--- config.mk ---
export PLATFORM = sky130hd
export DESIGN_NAME = core_exec
export DESIGN_NICKNAME = d
export VERILOG_FILES = /design/src/inc/core_pkg.sv /design/src/inc/alu_if.sv /design/src/logic/alu_unit.sv /design/src/logic/core_exec.sv
export VERILOG_INCLUDE_DIRS = /design/src /design/src/inc
export SDC_FILE = /design/constraint.sdc
export NUM_CORES = 1
export LEC_CHECK = 0
export BUFFER_PORTS_ARGS = -buffer_cell sky130_fd_sc_hd__buf_4
export CORE_MARGIN = 4
export CORE_UTILIZATION = 25
export DETAILED_ROUTE_END_ITERATION = 16
export PLACE_DENSITY_LB_ADDON = 0.1
export SYNTH_ARGS = -nofsm -noshare
export SYNTH_HDL_FRONTEND = slang
export SYNTH_SLANG_ARGS = --single-unit
export TNS_END_PERCENT = 20
--- constraint.sdc ---
create_clock -name mclk -period 3.75 [get_ports mclk]
set_input_delay 0.1875 -clock mclk [delete_from_list [all_inputs] [get_ports mclk]]
set_output_delay 0.1875 -clock mclk [all_outputs]
set_load 0.005 [all_outputs]
--- src/inc/core_cfg.svh ---
/*
  Encodings, register addresses, field positions and reset values for the execution core.
  Assumes it is included by its bare name wherever these names are needed.
*/
`ifndef CORE_CFG_SVH
`define CORE_CFG_SVH

// -----------------------------------------------------------
// instruction cycle
// -----------------------------------------------------------
`define PH_LAST 2'h3
`define PH_ONE 2'h1

// -----------------------------------------------------------
// opcode fields
// -----------------------------------------------------------
`define OPC_ADD_F 6'h07
`define OPC_AND_F 6'h05
`define OPC_COPY_F 6'h08
`define OPN_AND_IMM 4'hE
`define OPG_BRANCH 3'h5
`define OPT_DIR_HI 9'h000
`define NOP_WORD 12'h000

// -----------------------------------------------------------
// file register addresses
// -----------------------------------------------------------
`define A_TIMER 5'h01
`define A_PCL 5'h02
`define A_STATUS 5'h03
`define A_PORT0 5'h05
`define A_PORT1 5'h06
`define A_PORT2 5'h07
`define DIR_BASE 3'h5

// -----------------------------------------------------------
// status bit positions
// -----------------------------------------------------------
`define ST_C 0
`define ST_DIG_CARRY 1
`define ST_Z 2

// -----------------------------------------------------------
// reset values
// -----------------------------------------------------------
`define RST_BYTE 8'h00
`define RST_DIR 8'hFF
`define RST_PC 9'h000
`define PC_ONE 9'h001

`endif

--- src/inc/core_pkg.sv ---
/*
  Types shared by the execution core and its arithmetic unit.
  Assumes it is compiled before every interface and module.
*/
package core_pkg;

	// operation selected for the arithmetic unit
	typedef enum logic [1:0] {
		alu_add = 2'b00,
		alu_and = 2'b01,
		alu_pass = 2'b10
	} alu_op_t;

	typedef logic [7:0] byte_t;

endpackage

--- src/inc/alu_if.sv ---
/*
  Interface joining the execution core to its arithmetic unit.
  Assumes core_pkg is compiled first; purely combinational signals.
*/
`timescale 1ns/10ps

interface alu_if;
	import core_pkg::*;
	alu_op_t op;
	byte_t a;
	byte_t b;
	byte_t y;
	logic c;
	logic digit_carry_flag;
	logic z;

	modport core (output op, output a, output b, input y, input c, input digit_carry_flag,
		input z);
	modport alu (input op, input a, input b, output y, output c, output digit_carry_flag,
		output z);
endinterface

--- src/logic/alu_unit.sv ---
/*
  Eight-bit arithmetic unit: add with carry and digit carry, bitwise and, pass-through.
  Assumes operands are stable within the instruction cycle; no clock of its own.
*/
`timescale 1ns/10ps

module alu_unit
	import core_pkg::*;
(
	alu_if.alu bus
);

	logic [8:0] sum9;
	logic [4:0] nib5;

	// -----------------------------------------------------------
	// result and flags
	// -----------------------------------------------------------
	// carries come from widened sums so no bit is dropped silently
	always_comb begin
		sum9 = {1'b0, bus.a} + {1'b0, bus.b};
		nib5 = {1'b0, bus.a[3:0]} + {1'b0, bus.b[3:0]};
		bus.c = 1'b0;
		bus.digit_carry_flag = 1'b0;
		unique case (bus.op)
			alu_add: begin
				bus.y = sum9[7:0];
				bus.c = sum9[8];
				bus.digit_carry_flag = nib5[4];
			end
			alu_and: begin
				bus.y = bus.a & bus.b;
			end
			alu_pass: begin
				bus.y = bus.b;
			end
			default: begin
				bus.y = bus.b;
			end
		endcase
		bus.z = (bus.y == 8'h00);
	end

endmodule

--- src/logic/core_exec.sv ---
/*
  Execution core for a subset of an eight-bit accumulator instruction set, with file
  registers, three ports with direction latches and a timer prescaler clear strobe.
  Assumes program memory answers prog_addr combinationally on prog_data and that all
  inputs are synchronous to mclk, which is the oscillator.
*/
// What this block does
// - program counter writes clear its ninth bit, except the unconditional branch
// - read-modify-write of a port uses pin levels, not output latches
// - direction load with operand 5, 6, 7 copies accumulator to port 0/1/2
// - a direction bit of one turns that pin's output driver off
// - writing the timer with destination one clears prescaler when assigned to it
// - opcode 000111df: add accumulator and file register, result to destination
// - opcode 000101df: and accumulator with file register, result to destination
// - destination bit zero writes accumulator, one writes the file register back
// - top nibble 1110: and accumulator with immediate byte into accumulator
// - instruction cycle is four clocks; program counter changes take two cycles
`timescale 1ns/10ps
`include "core_cfg.svh"

module core_exec
	import core_pkg::*;
(
	input wire logic mclk,
	input wire logic arst_n,
	output logic [8:0] prog_addr,
	input wire logic [11:0] prog_data,
	input wire logic [2:0][7:0] port_in,
	output logic [2:0][7:0] port_out,
	output logic [2:0][7:0] port_oe,
	input wire logic presc_on_timer,
	output logic presc_clear,
	output logic [7:0] acc_out,
	output logic [7:0] status_out,
	output logic cycle_end
);

	// -----------------------------------------------------------
	// reset release
	// -----------------------------------------------------------
	logic [1:0] rst_sync_q;
	logic rst_n;

	always_ff @(posedge mclk or negedge arst_n) begin
		if (!arst_n) begin
			rst_sync_q <= 2'h0;
		end else begin
			rst_sync_q <= {rst_sync_q[0], 1'b1};
		end
	end
	assign rst_n = rst_sync_q[1];

	// -----------------------------------------------------------
	// state
	// -----------------------------------------------------------
	logic [1:0] ph_q, ph_d;
	logic [11:0] ir_q, ir_d;
	logic [8:0] pc_q, pc_d;
	byte_t w_q, w_d, stat_q, stat_d, tmr_q, tmr_d;
	logic [2:0][7:0] latch_q, latch_d, dir_q, dir_d;
	logic presc_q, presc_d;
	byte_t gpr [0:31];

	logic exec;
	logic [4:0] f;
	logic dbit;
	logic is_add, is_andf, is_copy, is_andl, uncond_branch_op, is_dir, fop, wr_file, wr_w;
	logic branch;
	logic [1:0] dir_idx;
	logic [2:0] dir_off;
	byte_t file_rd;

	alu_if abus ();

	alu_unit u_alu (
		.bus(abus)
	);

	// -----------------------------------------------------------
	// decode
	// -----------------------------------------------------------
	// execute on the last of four oscillator phases
	assign exec = (ph_q == `PH_LAST);
	assign f = ir_q[4:0];
	assign dbit = ir_q[5];
	assign is_add = (ir_q[11:6] == `OPC_ADD_F);
	assign is_andf = (ir_q[11:6] == `OPC_AND_F);
	assign is_copy = (ir_q[11:6] == `OPC_COPY_F);
	assign is_andl = (ir_q[11:8] == `OPN_AND_IMM);
	assign uncond_branch_op = (ir_q[11:9] == `OPG_BRANCH);
	// only operands 5..7 act; lower codes are other control words
	assign is_dir = (ir_q[11:3] == `OPT_DIR_HI) && (f[2:0] >= `DIR_BASE);
	assign dir_off = f[2:0] - `DIR_BASE;
	assign dir_idx = dir_off[1:0];
	assign fop = is_add | is_andf | is_copy;
	assign wr_file = fop & dbit;
	assign wr_w = (fop & ~dbit) | is_andl;
	assign branch = uncond_branch_op | (wr_file && (f == `A_PCL));

	// file read; ports return pin levels so read-modify-write sees the pins
	always_comb begin
		unique case (f)
			`A_TIMER: file_rd = tmr_q;
			`A_PCL: file_rd = pc_q[7:0];
			`A_STATUS: file_rd = stat_q;
			`A_PORT0: file_rd = port_in[0];
			`A_PORT1: file_rd = port_in[1];
			`A_PORT2: file_rd = port_in[2];
			default: file_rd = gpr[f];
		endcase
	end

	// operand routing to the arithmetic unit
	always_comb begin
		abus.a = w_q;
		abus.b = is_andl ? ir_q[7:0] : file_rd;
		if (is_add) begin
			abus.op = alu_add;
		end else if (is_andf | is_andl) begin
			abus.op = alu_and;
		end else begin
			abus.op = alu_pass;
		end
	end

	// -----------------------------------------------------------
	// next state
	// -----------------------------------------------------------
	always_comb begin
		ph_d = ph_q + `PH_ONE;
		ir_d = ir_q;
		pc_d = pc_q;
		w_d = w_q;
		stat_d = stat_q;
		tmr_d = tmr_q;
		latch_d = latch_q;
		dir_d = dir_q;
		presc_d = 1'b0;
		if (exec) begin
			pc_d = pc_q + `PC_ONE;
			// the word fetched under a branch is dropped, giving two cycles
			ir_d = branch ? `NOP_WORD : prog_data;
			if (wr_w) begin
				w_d = abus.y;
			end
			if (wr_file) begin
				unique case (f)
					`A_TIMER: tmr_d = abus.y;
					`A_PCL: pc_d = {1'b0, abus.y};
					`A_STATUS: stat_d = abus.y;
					`A_PORT0: latch_d[0] = abus.y;
					`A_PORT1: latch_d[1] = abus.y;
					`A_PORT2: latch_d[2] = abus.y;
					default: ;
				endcase
			end
			// prescaler is cleared only while it serves the timer
			presc_d = wr_file && (f == `A_TIMER) && presc_on_timer;
			if (uncond_branch_op) begin
				pc_d = ir_q[8:0];
			end
			if (is_dir) begin
				dir_d[dir_idx] = w_q;
			end
			// flags applied after a status write so they win
			if (fop | is_andl) begin
				stat_d[`ST_Z] = abus.z;
			end
			if (is_add) begin
				stat_d[`ST_C] = abus.c;
				stat_d[`ST_DIG_CARRY] = abus.digit_carry_flag;
			end
		end
	end

	// -----------------------------------------------------------
	// registers
	// -----------------------------------------------------------
	always_ff @(posedge mclk or negedge rst_n) begin
		if (!rst_n) begin
			ph_q <= 2'h0;
			ir_q <= `NOP_WORD;
			pc_q <= `RST_PC;
			w_q <= `RST_BYTE;
			stat_q <= `RST_BYTE;
			tmr_q <= `RST_BYTE;
			latch_q <= {3{`RST_BYTE}};
			dir_q <= {3{`RST_DIR}};
			presc_q <= 1'b0;
		end else begin
			ph_q <= ph_d;
			ir_q <= ir_d;
			pc_q <= pc_d;
			w_q <= w_d;
			stat_q <= stat_d;
			tmr_q <= tmr_d;
			latch_q <= latch_d;
			dir_q <= dir_d;
			presc_q <= presc_d;
		end
	end

	// general registers hold data only, so no reset is spent on them
	always_ff @(posedge mclk) begin
		if (exec && wr_file && (f > `A_PORT2)) begin
			gpr[f] <= abus.y;
		end
	end

	// -----------------------------------------------------------
	// outputs
	// -----------------------------------------------------------
	assign prog_addr = pc_q;
	assign port_out = latch_q;
	assign port_oe = ~dir_q;
	assign presc_clear = presc_q;
	assign acc_out = w_q;
	assign status_out = stat_q;
	assign cycle_end = exec;
endmodule

== Word level (Yosys, flattened, before mapping) ==
Memories as Yosys holds them, arrays and structs flattened.
Cells that the tools add are included.
Storage, ports and cells
  register bits after elaboration: 98
  memory bits (writable): 256
  bits of input ports: 39
  output and inout bits: 75
  word-level logic and storage cells: 94
  memories kept: 1
Memory list
  gpr: depth 32, bits a word 8, read ports 1, clocked after memory_dff 0, write ports 1, RTL line core_exec.sv:62  | byte_t gpr [0:31];
Operators by class
  $add $sub $neg: 5
  $lt $le $gt $ge: 4
  equality and inequality tests: 13
  mux-type cells: 21
  bitwise operators: 11
  reduce and logical (&&, ||, !) cells: 23
Operators by type and width (number)
  $pmux 8 s6: 1
  $mux 9: 3
  $bwmux 24: 1
  $not 24->24: 1
  $reduce_and 3->1: 7
  $demux 8 s2: 1
  $mux 8: 2
  $pmux 8 s2: 1
  $eq 5x3->1 const B: 3
  $eq 6x3->1 const B: 2
  $mux 12: 1
  $eq 5x2->1 const B: 2
  $add 8x8->9: 1
  $add 9x1->9 const B: 1
  $logic_not 9->1: 1
  $and 8x8->8: 1
  $logic_not 8->1: 1
  $reduce_bool 2->1: 4
  $logic_and 1x1->1: 7
  $eq 6x4->1 const B: 1
  $mux 1: 6
  $mux 2: 3
  $mux 3: 2
  $or 1x1->1: 6
  other kinds (16): 18

== Logic depth before layout (Yosys ltp) ==
Gate-level depths: netlist (run 1).
  word-level depth: 9
  depth in mapped cells: 21
  mapped depth without buffers: 16

== Modules after synthesis ==
Synthesis (run 1) repeated with hierarchy kept, for this count alone.
Unflattened totals
  cell total of the unflattened synthesis: 981
  area total of the unflattened synthesis: 15174.6 um^2
By module, submodules not included
  core_exec: times used 1, cells an instance 910, area an instance 14674.1 um^2, seq. area each 10049.6 um^2
  alu_unit: times used 1, cells an instance 71, area an instance 500.5 um^2, seq. area each 0.0 um^2

== Worst setup path before layout (run 1) ==
OpenSTA, ideal clock, no wires.
  path type: reg2reg
  start point: reg ir_q[0]
  end point: reg pc_q[4] (netlist: prog_addr[4])
  library setup time: 0.080 ns
  arrival time: 4.595 ns
  data required time: 3.670 ns
  setup slack: -0.926 ns
  stages on the path, launching flop included: 20
  buffers on the path: 4
  period minus slack after synthesis: 4.676 ns
  cells stage by stage: dfrtp_1 buf_6 buf_8 buf_6 buf_4 nor2_1 a21oi_1 nor4_1 a211oi_2 nand2_1 a21boi_0 inv_1 fa_1 nor2b_1 o21a_1 or3_1 a31oi_1 a31oi_1 a221oi_1 a21oi_1
On the way
  word-level cells in the longest chain between the ends: 8
  elaborated cells between the ends (all ways): 15
  classes of those cells: add/sub (1); eq/ne (6); mux (6); bitwise (1); memory (1)
RTL lines
  start: declaration: RTL line core_exec.sv:57  | logic [11:0] ir_q, ir_d;
  start signal: assignment: RTL line core_exec.sv:182  | ir_q <= `NOP_WORD;
  start signal: assignment: RTL line core_exec.sv:192  | ir_q <= ir_d;
  $mem_v2 32x8 (tied with other cells)
  $pmux 8 s6: RTL line core_exec.sv:102  | unique case (f)
  $mux 8 (*): RTL line core_exec.sv:116  | abus.b = is_andl ? ir_q[7:0] : file_rd;
  $add 8x8->9 or $and 8x8->8 (tied branches): RTL line alu_unit.sv:21, alu_unit.sv:32
  $pmux 8 s2 (*): RTL line alu_unit.sv:25  | unique case (bus.op)
  via abus.y[4]: RTL line alu_if.sv:12  | byte_t y;
  $mux 9 (*): RTL line core_exec.sv:147  | unique case (f)
  $mux 9 (*): RTL line core_exec.sv:146  | if (wr_file) begin
  $mux 9 (*): RTL line core_exec.sv:159  | if (uncond_branch_op) begin
  end signal: assignment: RTL line core_exec.sv:183  | pc_q <= `RST_PC;
  end signal: assignment: RTL line core_exec.sv:193  | pc_q <= pc_d;
  end: declaration: RTL line core_exec.sv:58  | logic [8:0] pc_q, pc_d;
The timed path passes the listed nets; every way through them passes the cells marked *.
A chain may end at the register's enable or synchronous reset.

== Final worst setup path (run 1) ==
  start point: reg ir_q[0]
  end point: reg stat_q[2] (netlist: status_out[2])
On the way
  elaborated cells between the ends (all ways): 18
  classes of those cells: add/sub (1); eq/ne (6); mux (6); bitwise (1); reduce/logical (3); memory (1)
RTL lines
  $mem_v2 32x8 (tied with other cells)
  $pmux 8 s6: RTL line core_exec.sv:102
  $mux 8 (*): RTL line core_exec.sv:116
  $add 8x8->9 or $and 8x8->8 (tied branches): RTL line alu_unit.sv:21, alu_unit.sv:32
  $pmux 8 s2 (*): RTL line alu_unit.sv:25
  via abus.y[4]: RTL line alu_if.sv:12
  $logic_not 8->1 (*): RTL line alu_unit.sv:41  | bus.z = (bus.y == 8'h00);
  $mux 1 (*): RTL line core_exec.sv:166  | if (fop | is_andl) begin
  end signal: assignment: RTL line core_exec.sv:185  | stat_q <= `RST_BYTE;
  end signal: assignment: RTL line core_exec.sv:195  | stat_q <= stat_d;
  end: declaration: RTL line core_exec.sv:59  | byte_t w_q, w_d, stat_q, stat_d, tmr_q, tmr_d;
The timed path passes the listed nets; every way through them passes the cells marked *. The select of a mux whose other input is x is not followed.

==> out/qor.txt, run 1 <==
Antenna Nets Post-Route: 0
Root Buffer: clkbuf_16
Most frequent cells in the layout: buf_4, edfxtp_1, nor2_1, dfrtp_1, nand2_1
Slew HR: 0.378
Yosys reg bits: 343
DRC: 0
# IOs: 114
Area contributors post-synth: edfxtp_1, dfrtp_1, dfstp_2
Main synth FF type: edfxtp_1
Vert. Die Dim: 253 µm
Clock transition at the registers of the reported paths: 0.06 ns
Filler instances: 5839
Final setup margin: -0.656 ns
Outcome: finished with violations
Routed WL: 53.6 mm
1st-iter DRT viols: 602
Largest net degree at the start of global routing: 60
Critical path peak fanout: 7
Unrepaired setup endpoints after global routing: true
Register area: 9850 µm²
CTS sink count: 343
Leakage power: 8.38 nW
Synth-to-layout area growth: 40.2%
Post-synthesis cell count: 1079
Aggregate global routing overflow: 0
Die area: 64200 µm²
Final nets: 1568
Vias per std cell: 4.69
Setup TNS: -76.52 ns
CTS Buffer Depth: 3
Maxcap violations: 0
Asr flop ratio synth: 0.286
Final Non-Filler Cells: 2322
Synthesized area: 15100 µm²
Hold WC Path Type: reg2reg
Final hold vios: 0
Area of the multi-input gates: 5260 µm²
Placed cells: 2200
Sequential share of the synthesized area: 0.654
Die width: 253 µm
Commonest non-fill, non-tap cell in the layout: buf_4
FP Rows: 89
Mean Syn Cell Area: 14.0 µm²
Post-synth EDFFs: 245
Crit end category: flip-flop
Setup crit start kind: flip-flop
DP Worst Slack: -0.795 ns
Worst path arrival time: 4.89 ns
DR vias: 10882
TritonCTS buffer count: 43
Failing checks: setup timing
CTS tree: done
Layout cells sized above 1: 0.403
DP HPWL: 37.7 mm
Final Skew: 0.0300 ns
DP Area: 18800 µm²
VDD IR max: 0.288 mV
Warnings from Yosys: 0
Worst Max-Slew Pin Slew: 0.928 ns
Post-DR wirelength/cell: 23.1 µm
Crit path time final: 4.41 ns
IO Port Bufs: 113
Post-synth top area share: 0.489
Tcrit/Tclk final: 1.17
Final instance area: 21100 µm²
Synth unique cells: 83
Vias in the first global route: 11036
Kind of critical path: reg2reg
Initial Utilization: 0.254
Synth area leader: edfxtp_1
Global-route wire length before repair: 77.3 mm
Final max-slew violation count: 0
Gr usage total: 0.164
Max frequency: 0.227 GHz
Antenna violations before repair: 3
Setup Viol. Count Final: 215
1st-pass router iterations: 7
Final core utilization: 0.356
Req. time, crit path: 4.23 ns
Final GP Congestion: 0.817
Worst-skew pair later-pin latency: 0.57 ns
H-tree levels: 2
Pwr Density: 524 nW/µm²
Core Area: 59400 µm²
critical path, cell delays in order (launching register included):
cell and delay [ns]:
dfrtp_4 0.55, buf_12 0.18, buf_12 0.14, buf_4 0.14, mux2i_1 0.13, a22o_1 0.24, a211o_1 0.36, o31a_1 0.29
a21oi_2 0.13, ha_1 0.26, nor2b_2 0.17, o21a_1 0.19, buf_4 0.14, or3_4 0.36, a311oi_4 0.25, a31oi_4 0.07
or4_4 0.52, o31ai_2 0.21
layout make-up:
class                           count  share of cell area
Sequential cell                   343               0.467
Inverter                           50             0.00901
Timing Repair Buffer              401               0.166
Multi-Input combinational cell    679               0.249
Tap cell                          773              0.0458
Clock inverter                     14             0.00652
Clock buffer                       61              0.0571
Antenna cell                        1            0.000119
where the power goes:
part / switching, mW / internal (mW) / leakage, nW / total (mW)
combinational: 1.28 / 1.17 / 4.36 / 2.45
clock: 1.62 / 2.37 / 0.662 / 4.00
sequential: 0.185 / 4.42 / 3.36 / 4.61
Yosys cell counts, types with 11 or more instances:
| cell type | number |
|---|---|
| o22ai_1 | 12 |
| nor3_1 | 19 |
| nor2b_1 | 13 |
| nand3_1 | 18 |
| nand2_1 | 67 |
| mux2_2 | 46 |
| and3_1 | 16 |
| buf_4 | 11 |
| inv_1 | 47 |
| mux2i_1 | 40 |
| edfxtp_1 | 245 |
| dfstp_2 | 24 |
| clkbuf_1 | 28 |
| dfrtp_1 | 74 |
| nor2_1 | 79 |
| o21ai_0 | 59 |
| mux4_2 | 23 |
| a21oi_1 | 39 |
registers in the layout, summed over array words and instances, names as in the netlist, 2 cells and up:
signal	cells
rst_sync_q	2
port_out	24
acc_out	8
dir_q	24
ph_q	2
ir_q	12
gpr	245
tmr_q	8
prog_addr	9
status_out	8
repair_timing:
item                                   in CTS  in global routing
setup buffers                              23                  5
hold buffers                               15                  0
cloned                                      2                  5
setup endpoints to repair                 257                259
gates resized for setup                    66                 36
endpoints found under the hold margin      15                  0
pin swaps                                  18                 15
final timing paths:
kind	from	to	slack (ns)	depth (start not counted)
setup / recovery	ir_q[0]	status_out[2]	-0.66	17
hold / removal	rst_sync_q[0]	rst_sync_q[1]	0.36	0
setup reg to reg	ir_q[0]	status_out[2]	-0.66	17
hold reg to reg	rst_sync_q[0]	rst_sync_q[1]	0.36	0
max in group asynchronous	rst_sync_q[1]	dir_q[7]	2.43	1
min in group asynchronous	rst_sync_q[1]	port_out[13]	0.42	0
routing by layer:
metal / vias up / track usage / routed length, µm
met5: - / 0 / 0
met4: 0 / 0.0418 / 1160
met3: 73 / 0.0209 / 2080
met2: 279 / 0.275 / 25700
met1: 5574 / 0.225 / 24700
li1: 4956 / - / -
per-stage QoR:
stage / hold slack, ns / total power [mW]
6_report: 0.359 / 11.1
5_1_grt: 0.366 / 11.5
4_1_cts: 0.306 / 11.0
3_5_place_dp: -0.0291 / 6.73
3_3_place_gp: -0.0297 / 6.73
2_1_floorplan: -0.108 / 5.52
logic make-up (layout without fill, tap and decap cells):
| group | Yosys count | in the layout | share of synthesized area |
|---|---|---|---|
| AOI/OAI and AO/OA | 214 | 214 | 0.0953 |
| xor gates and xnor gates | 8 | 8 | 0.00465 |
| adders and majority gates | 11 | 11 | 0.00964 |
| buffers and inverters | 109 | 526 | 0.0345 |
| DFF | 343 | 343 | 0.654 |
| muxes | 117 | 117 | 0.108 |
| other | 2 | 55 | 0.000499 |
| and+or+nand+nor | 275 | 275 | 0.0933 |
Note: power is estimated with default switching activity, not from simulation.
==> run 2, diff against run 1 <==
--- a/config.mk
+++ b/config.mk
@@ -10,8 +10,10 @@
 export CORE_MARGIN = 4
 export CORE_UTILIZATION = 25
 export DETAILED_ROUTE_END_ITERATION = 16
+export GPL_TIMING_DRIVEN = 0
 export PLACE_DENSITY_LB_ADDON = 0.1
 export SYNTH_ARGS = -nofsm -noshare
 export SYNTH_HDL_FRONTEND = slang
+export SYNTH_HIERARCHICAL = 1
 export SYNTH_SLANG_ARGS = --single-unit
 export TNS_END_PERCENT = 20
==> run 2 against run 1 <==
Net effect: the run still ends with setup timing left; global-route usage decreased by 0.33 points; first-iteration DRC count rose by 18%; sequential share of layout area increased by 2.2 points; combinational power up 29%; power up 6.8%; cell count shrank 9.3%; worst hold slack worse by 0.012 ns; sequential power rose by 4%; setup slack improved by 0.17 ns; critical path type unchanged; critical endpoint is now gpr[9][6]; largest cell class unchanged; highest routed layer unchanged.
==> out/qor.txt, run 2 <==
Post-DR wirelength/cell: 25.5 µm (was 23.1 µm)
Reg2reg end: gpr[9][6] (was status_out[2])
Post-synthesis cell count: 981 (was 1079)
Unrepaired setup endpoints after global routing: true (unchanged)
Most frequent cells in the layout: edfxtp_1, buf_4, mux2_2, dfrtp_1, nand2_1 (was buf_4, edfxtp_1, nor2_1, dfrtp_1, nand2_1)
Final setup margin: -0.482 ns (was -0.656 ns)
Mean Syn Cell Area: 15.5 µm² (was 14.0 µm²)
Core Area: 60200 µm² (was 59400 µm²)
Synth area leader: edfxtp_1 (unchanged)
Antenna violations before repair: 1 (was 3)
Global-route wire length before repair: 73.8 mm (was 77.3 mm)
Slew HR: 0.120 (was 0.378)
Worst-skew pair later-pin latency: 0.56 ns (was 0.57 ns)
Yosys reg bits: 350 (was 343)
Crit end category: flip-flop (unchanged)
Kind of critical path: reg2reg (unchanged)
Aggregate global routing overflow: 0 (unchanged)
Vias per std cell: 4.67 (was 4.69)
Post-synth EDFFs: 252 (was 245)
Max FFs per register: 252 (was 245)
Commonest cells post-synth: edfxtp_1, mux2_2, dfrtp_1 (was edfxtp_1, nor2_1, dfrtp_1)
Synthesized area: 15200 µm² (was 15100 µm²)
VDD IR max: 0.262 mV (was 0.288 mV)
Final GP Congestion: 0.814 (was 0.817)
# IOs: 114 (unchanged)
Routed WL: 53.8 mm (was 53.6 mm)
Vias in the first global route: 9887 (was 11036)
DP Area: 17500 µm² (was 18800 µm²)
Outcome: finished with violations (unchanged)
Worst reg2reg setup slack: -0.48 ns (was -0.66 ns)
Final instance area: 20600 µm² (was 21100 µm²)
IO Port Bufs: 113 (unchanged)
Crit path time final: 4.23 ns (was 4.41 ns)
TritonCTS buffer count: 41 (was 43)
Setup crit start kind: flip-flop (unchanged)
Area contributors post-synth: edfxtp_1, dfrtp_1, mux4_2 (was edfxtp_1, dfrtp_1, dfstp_2)
FP Rows: 90 (was 89)
Worst path arrival time: 4.53 ns (was 4.89 ns)
DR vias: 9832 (was 10882)
Pwr Density: 574 nW/µm² (was 524 nW/µm²)
Die width: 254 µm (was 253 µm)
Hold WC Path Type: reg2async (was reg2reg)
Largest net degree at the start of global routing: 57 (was 60)
Synth unique cells: 75 (was 83)
Worst Max-Slew Pin Slew: 1.31 ns (was 0.928 ns)
Final core utilization: 0.341 (was 0.356)
Maxcap violations: 0 (unchanged)
Layout cells sized above 1: 0.420 (was 0.403)
Sequential share of the synthesized area: 0.662 (was 0.654)
Synth-to-layout area growth: 35.6% (was 40.2%)
Tcrit/Tclk final: 1.13 (was 1.17)
Clock transition at the registers of the reported paths: 0.06 ns (about the same)
Top reg by flops: gpr (unchanged)
Die area: 64700 µm² (was 64200 µm²)
Final nets: 1343 (was 1568)
Req. time, crit path: 4.05 ns (was 4.23 ns)
DP HPWL: 33.8 mm (was 37.7 mm)
1st-iter DRT viols: 710 (was 602)
CTS tree: done (unchanged)
Ant diodes: 0 (was 1)
Failing checks: setup timing (unchanged)
Main synth FF type: edfxtp_1 (unchanged)
R2R Path Start: ir_q[0] (unchanged)
Placed cells: 1943 (was 2200)
Vert. Die Dim: 254 µm (was 253 µm)
Antenna Nets Post-Route: 0 (unchanged)
Setup TNS: -51.33 ns (was -76.52 ns)
Most numerous cell in the Yosys netlist: edfxtp_1 (unchanged)
Leakage power: 7.50 nW (was 8.38 nW)
Post-synth top area share: 0.499 (was 0.489)
H-tree levels: 2 (unchanged)
Final Non-Filler Cells: 2106 (was 2322)
DRC: 0 (unchanged)
Commonest non-fill, non-tap cell in the layout: edfxtp_1 (was buf_4)
Initial Utilization: 0.252 (was 0.254)
Final Skew: 0.0148 ns (was 0.0300 ns)
Critical path peak fanout: 7 (unchanged)
CTS Buffer Depth: 3 (unchanged)
Setup Viol. Count Final: 227 (was 215)
Worst Reg-to-Reg Cells: 15 (was 17)
Root Buffer: clkbuf_16 (unchanged)
Asr flop ratio synth: 0.280 (was 0.286)
Warnings from Yosys: 6 (was 0)
Final max-slew violation count: 0 (unchanged)
Gr usage total: 0.160 (was 0.164)
Max frequency: 0.236 GHz (was 0.227 GHz)
1st-pass router iterations: 5 (was 7)
Final hold vios: 0 (unchanged)
CTS sink count: 350 (was 343)
-- run 2: changes by cell type after synthesis, moves of 8 or more --
cell,delta
buf_2,+9
mux2_2,+34
nor2_1,-14
nor3_1,-11
nand3b_1,-8
mux4_2,+36
nand3_1,+10
o21ai_0,-31
inv_1,-10
mux2i_1,-20
clkbuf_1,-12
a21oi_1,-21
-- run 2: worst max-delay path by stage --
stage	start	endpoint	depth (start not counted)
floorplan	ir_q[0]	status_out[2]	16
global route	ir_q[0]	port_out[14]	16
CTS	ir_q[0]	status_out[2]	17
finish	ir_q[0]	gpr[9][6]	15
global placement	ir_q[1]	gpr[24][0]	11
detailed placement	ir_q[1]	prog_addr[6]	17
-- run 2: where the power goes --
group	switching [mW]	internal, mW	total (mW)
combinational	1.69	1.48	3.16
clock	1.61	2.26	3.87
sequential	0.215	4.56	4.78
-- run 2: cells by family after synthesis --
family          share of synthesized area
simple gates                       0.0722
compound gates                     0.0606
flops                               0.662
xor+xnor                          0.00519
fa+ha+maj                         0.00956
mux                                 0.161
buf+inv                            0.0288
other cells                      0.000495
-- run 2: metal layers --
metal | routed length, µm | GRT usage | up-vias
li1 | - | - | 4366
met1 | 24000 | 0.222 | 5148
met2 | 25800 | 0.262 | 252
met3 | 2620 | 0.0304 | 66
met4 | 1390 | 0.0409 | 0
met5 | 0 | 0 | -
-- run 2: per-stage QoR --
stage	hold slack [ns]	power [mW]	worst slack, ns
after floorplan	-0.108	5.82	-0.231
after global placement	-0.0295	6.66	-3.01
after detailed placement	-0.0259	6.75	-2.23
after CTS	0.360	11.5	-0.506
after global routing	0.369	12.3	-0.568
final	0.348	11.8	-0.482
-- run 2: repair_timing --
item,in CTS,in global routing
pin swaps,25,41
setup endpoints to repair,308,269
gates resized for setup,111,55
gates cloned,7,4
hold endpoints to repair,15,0
hold buffers,15,0
buffers inserted,39,26
-- run 2: critical path: stages, from the launching register on --
cell and delay, ns:
dfrtp_2 0.45, buf_12 0.19, buf_16 0.13, mux4_2 0.51
a22oi_2 0.29, nor2_1 0.10, a21oi_2 0.21, a21oi_2 0.12
ha_2 0.22, fa_2 0.37, a21o_4 0.26, a221oi_4 0.35
xnor2_4 0.19, buf_12 0.17, o21ai_4 0.08, bufbuf_16 0.32
-- run 2: layout make-up --
type	instances	area, µm²
plain buffers	49	462
clock buffers	59	1140
clock inverters	15	138
fillers	5859	39700
inverters	40	159
multi-input cells	606	5580
flip-flops and latches	350	10100
well taps	782	978
repair buffers	205	2050
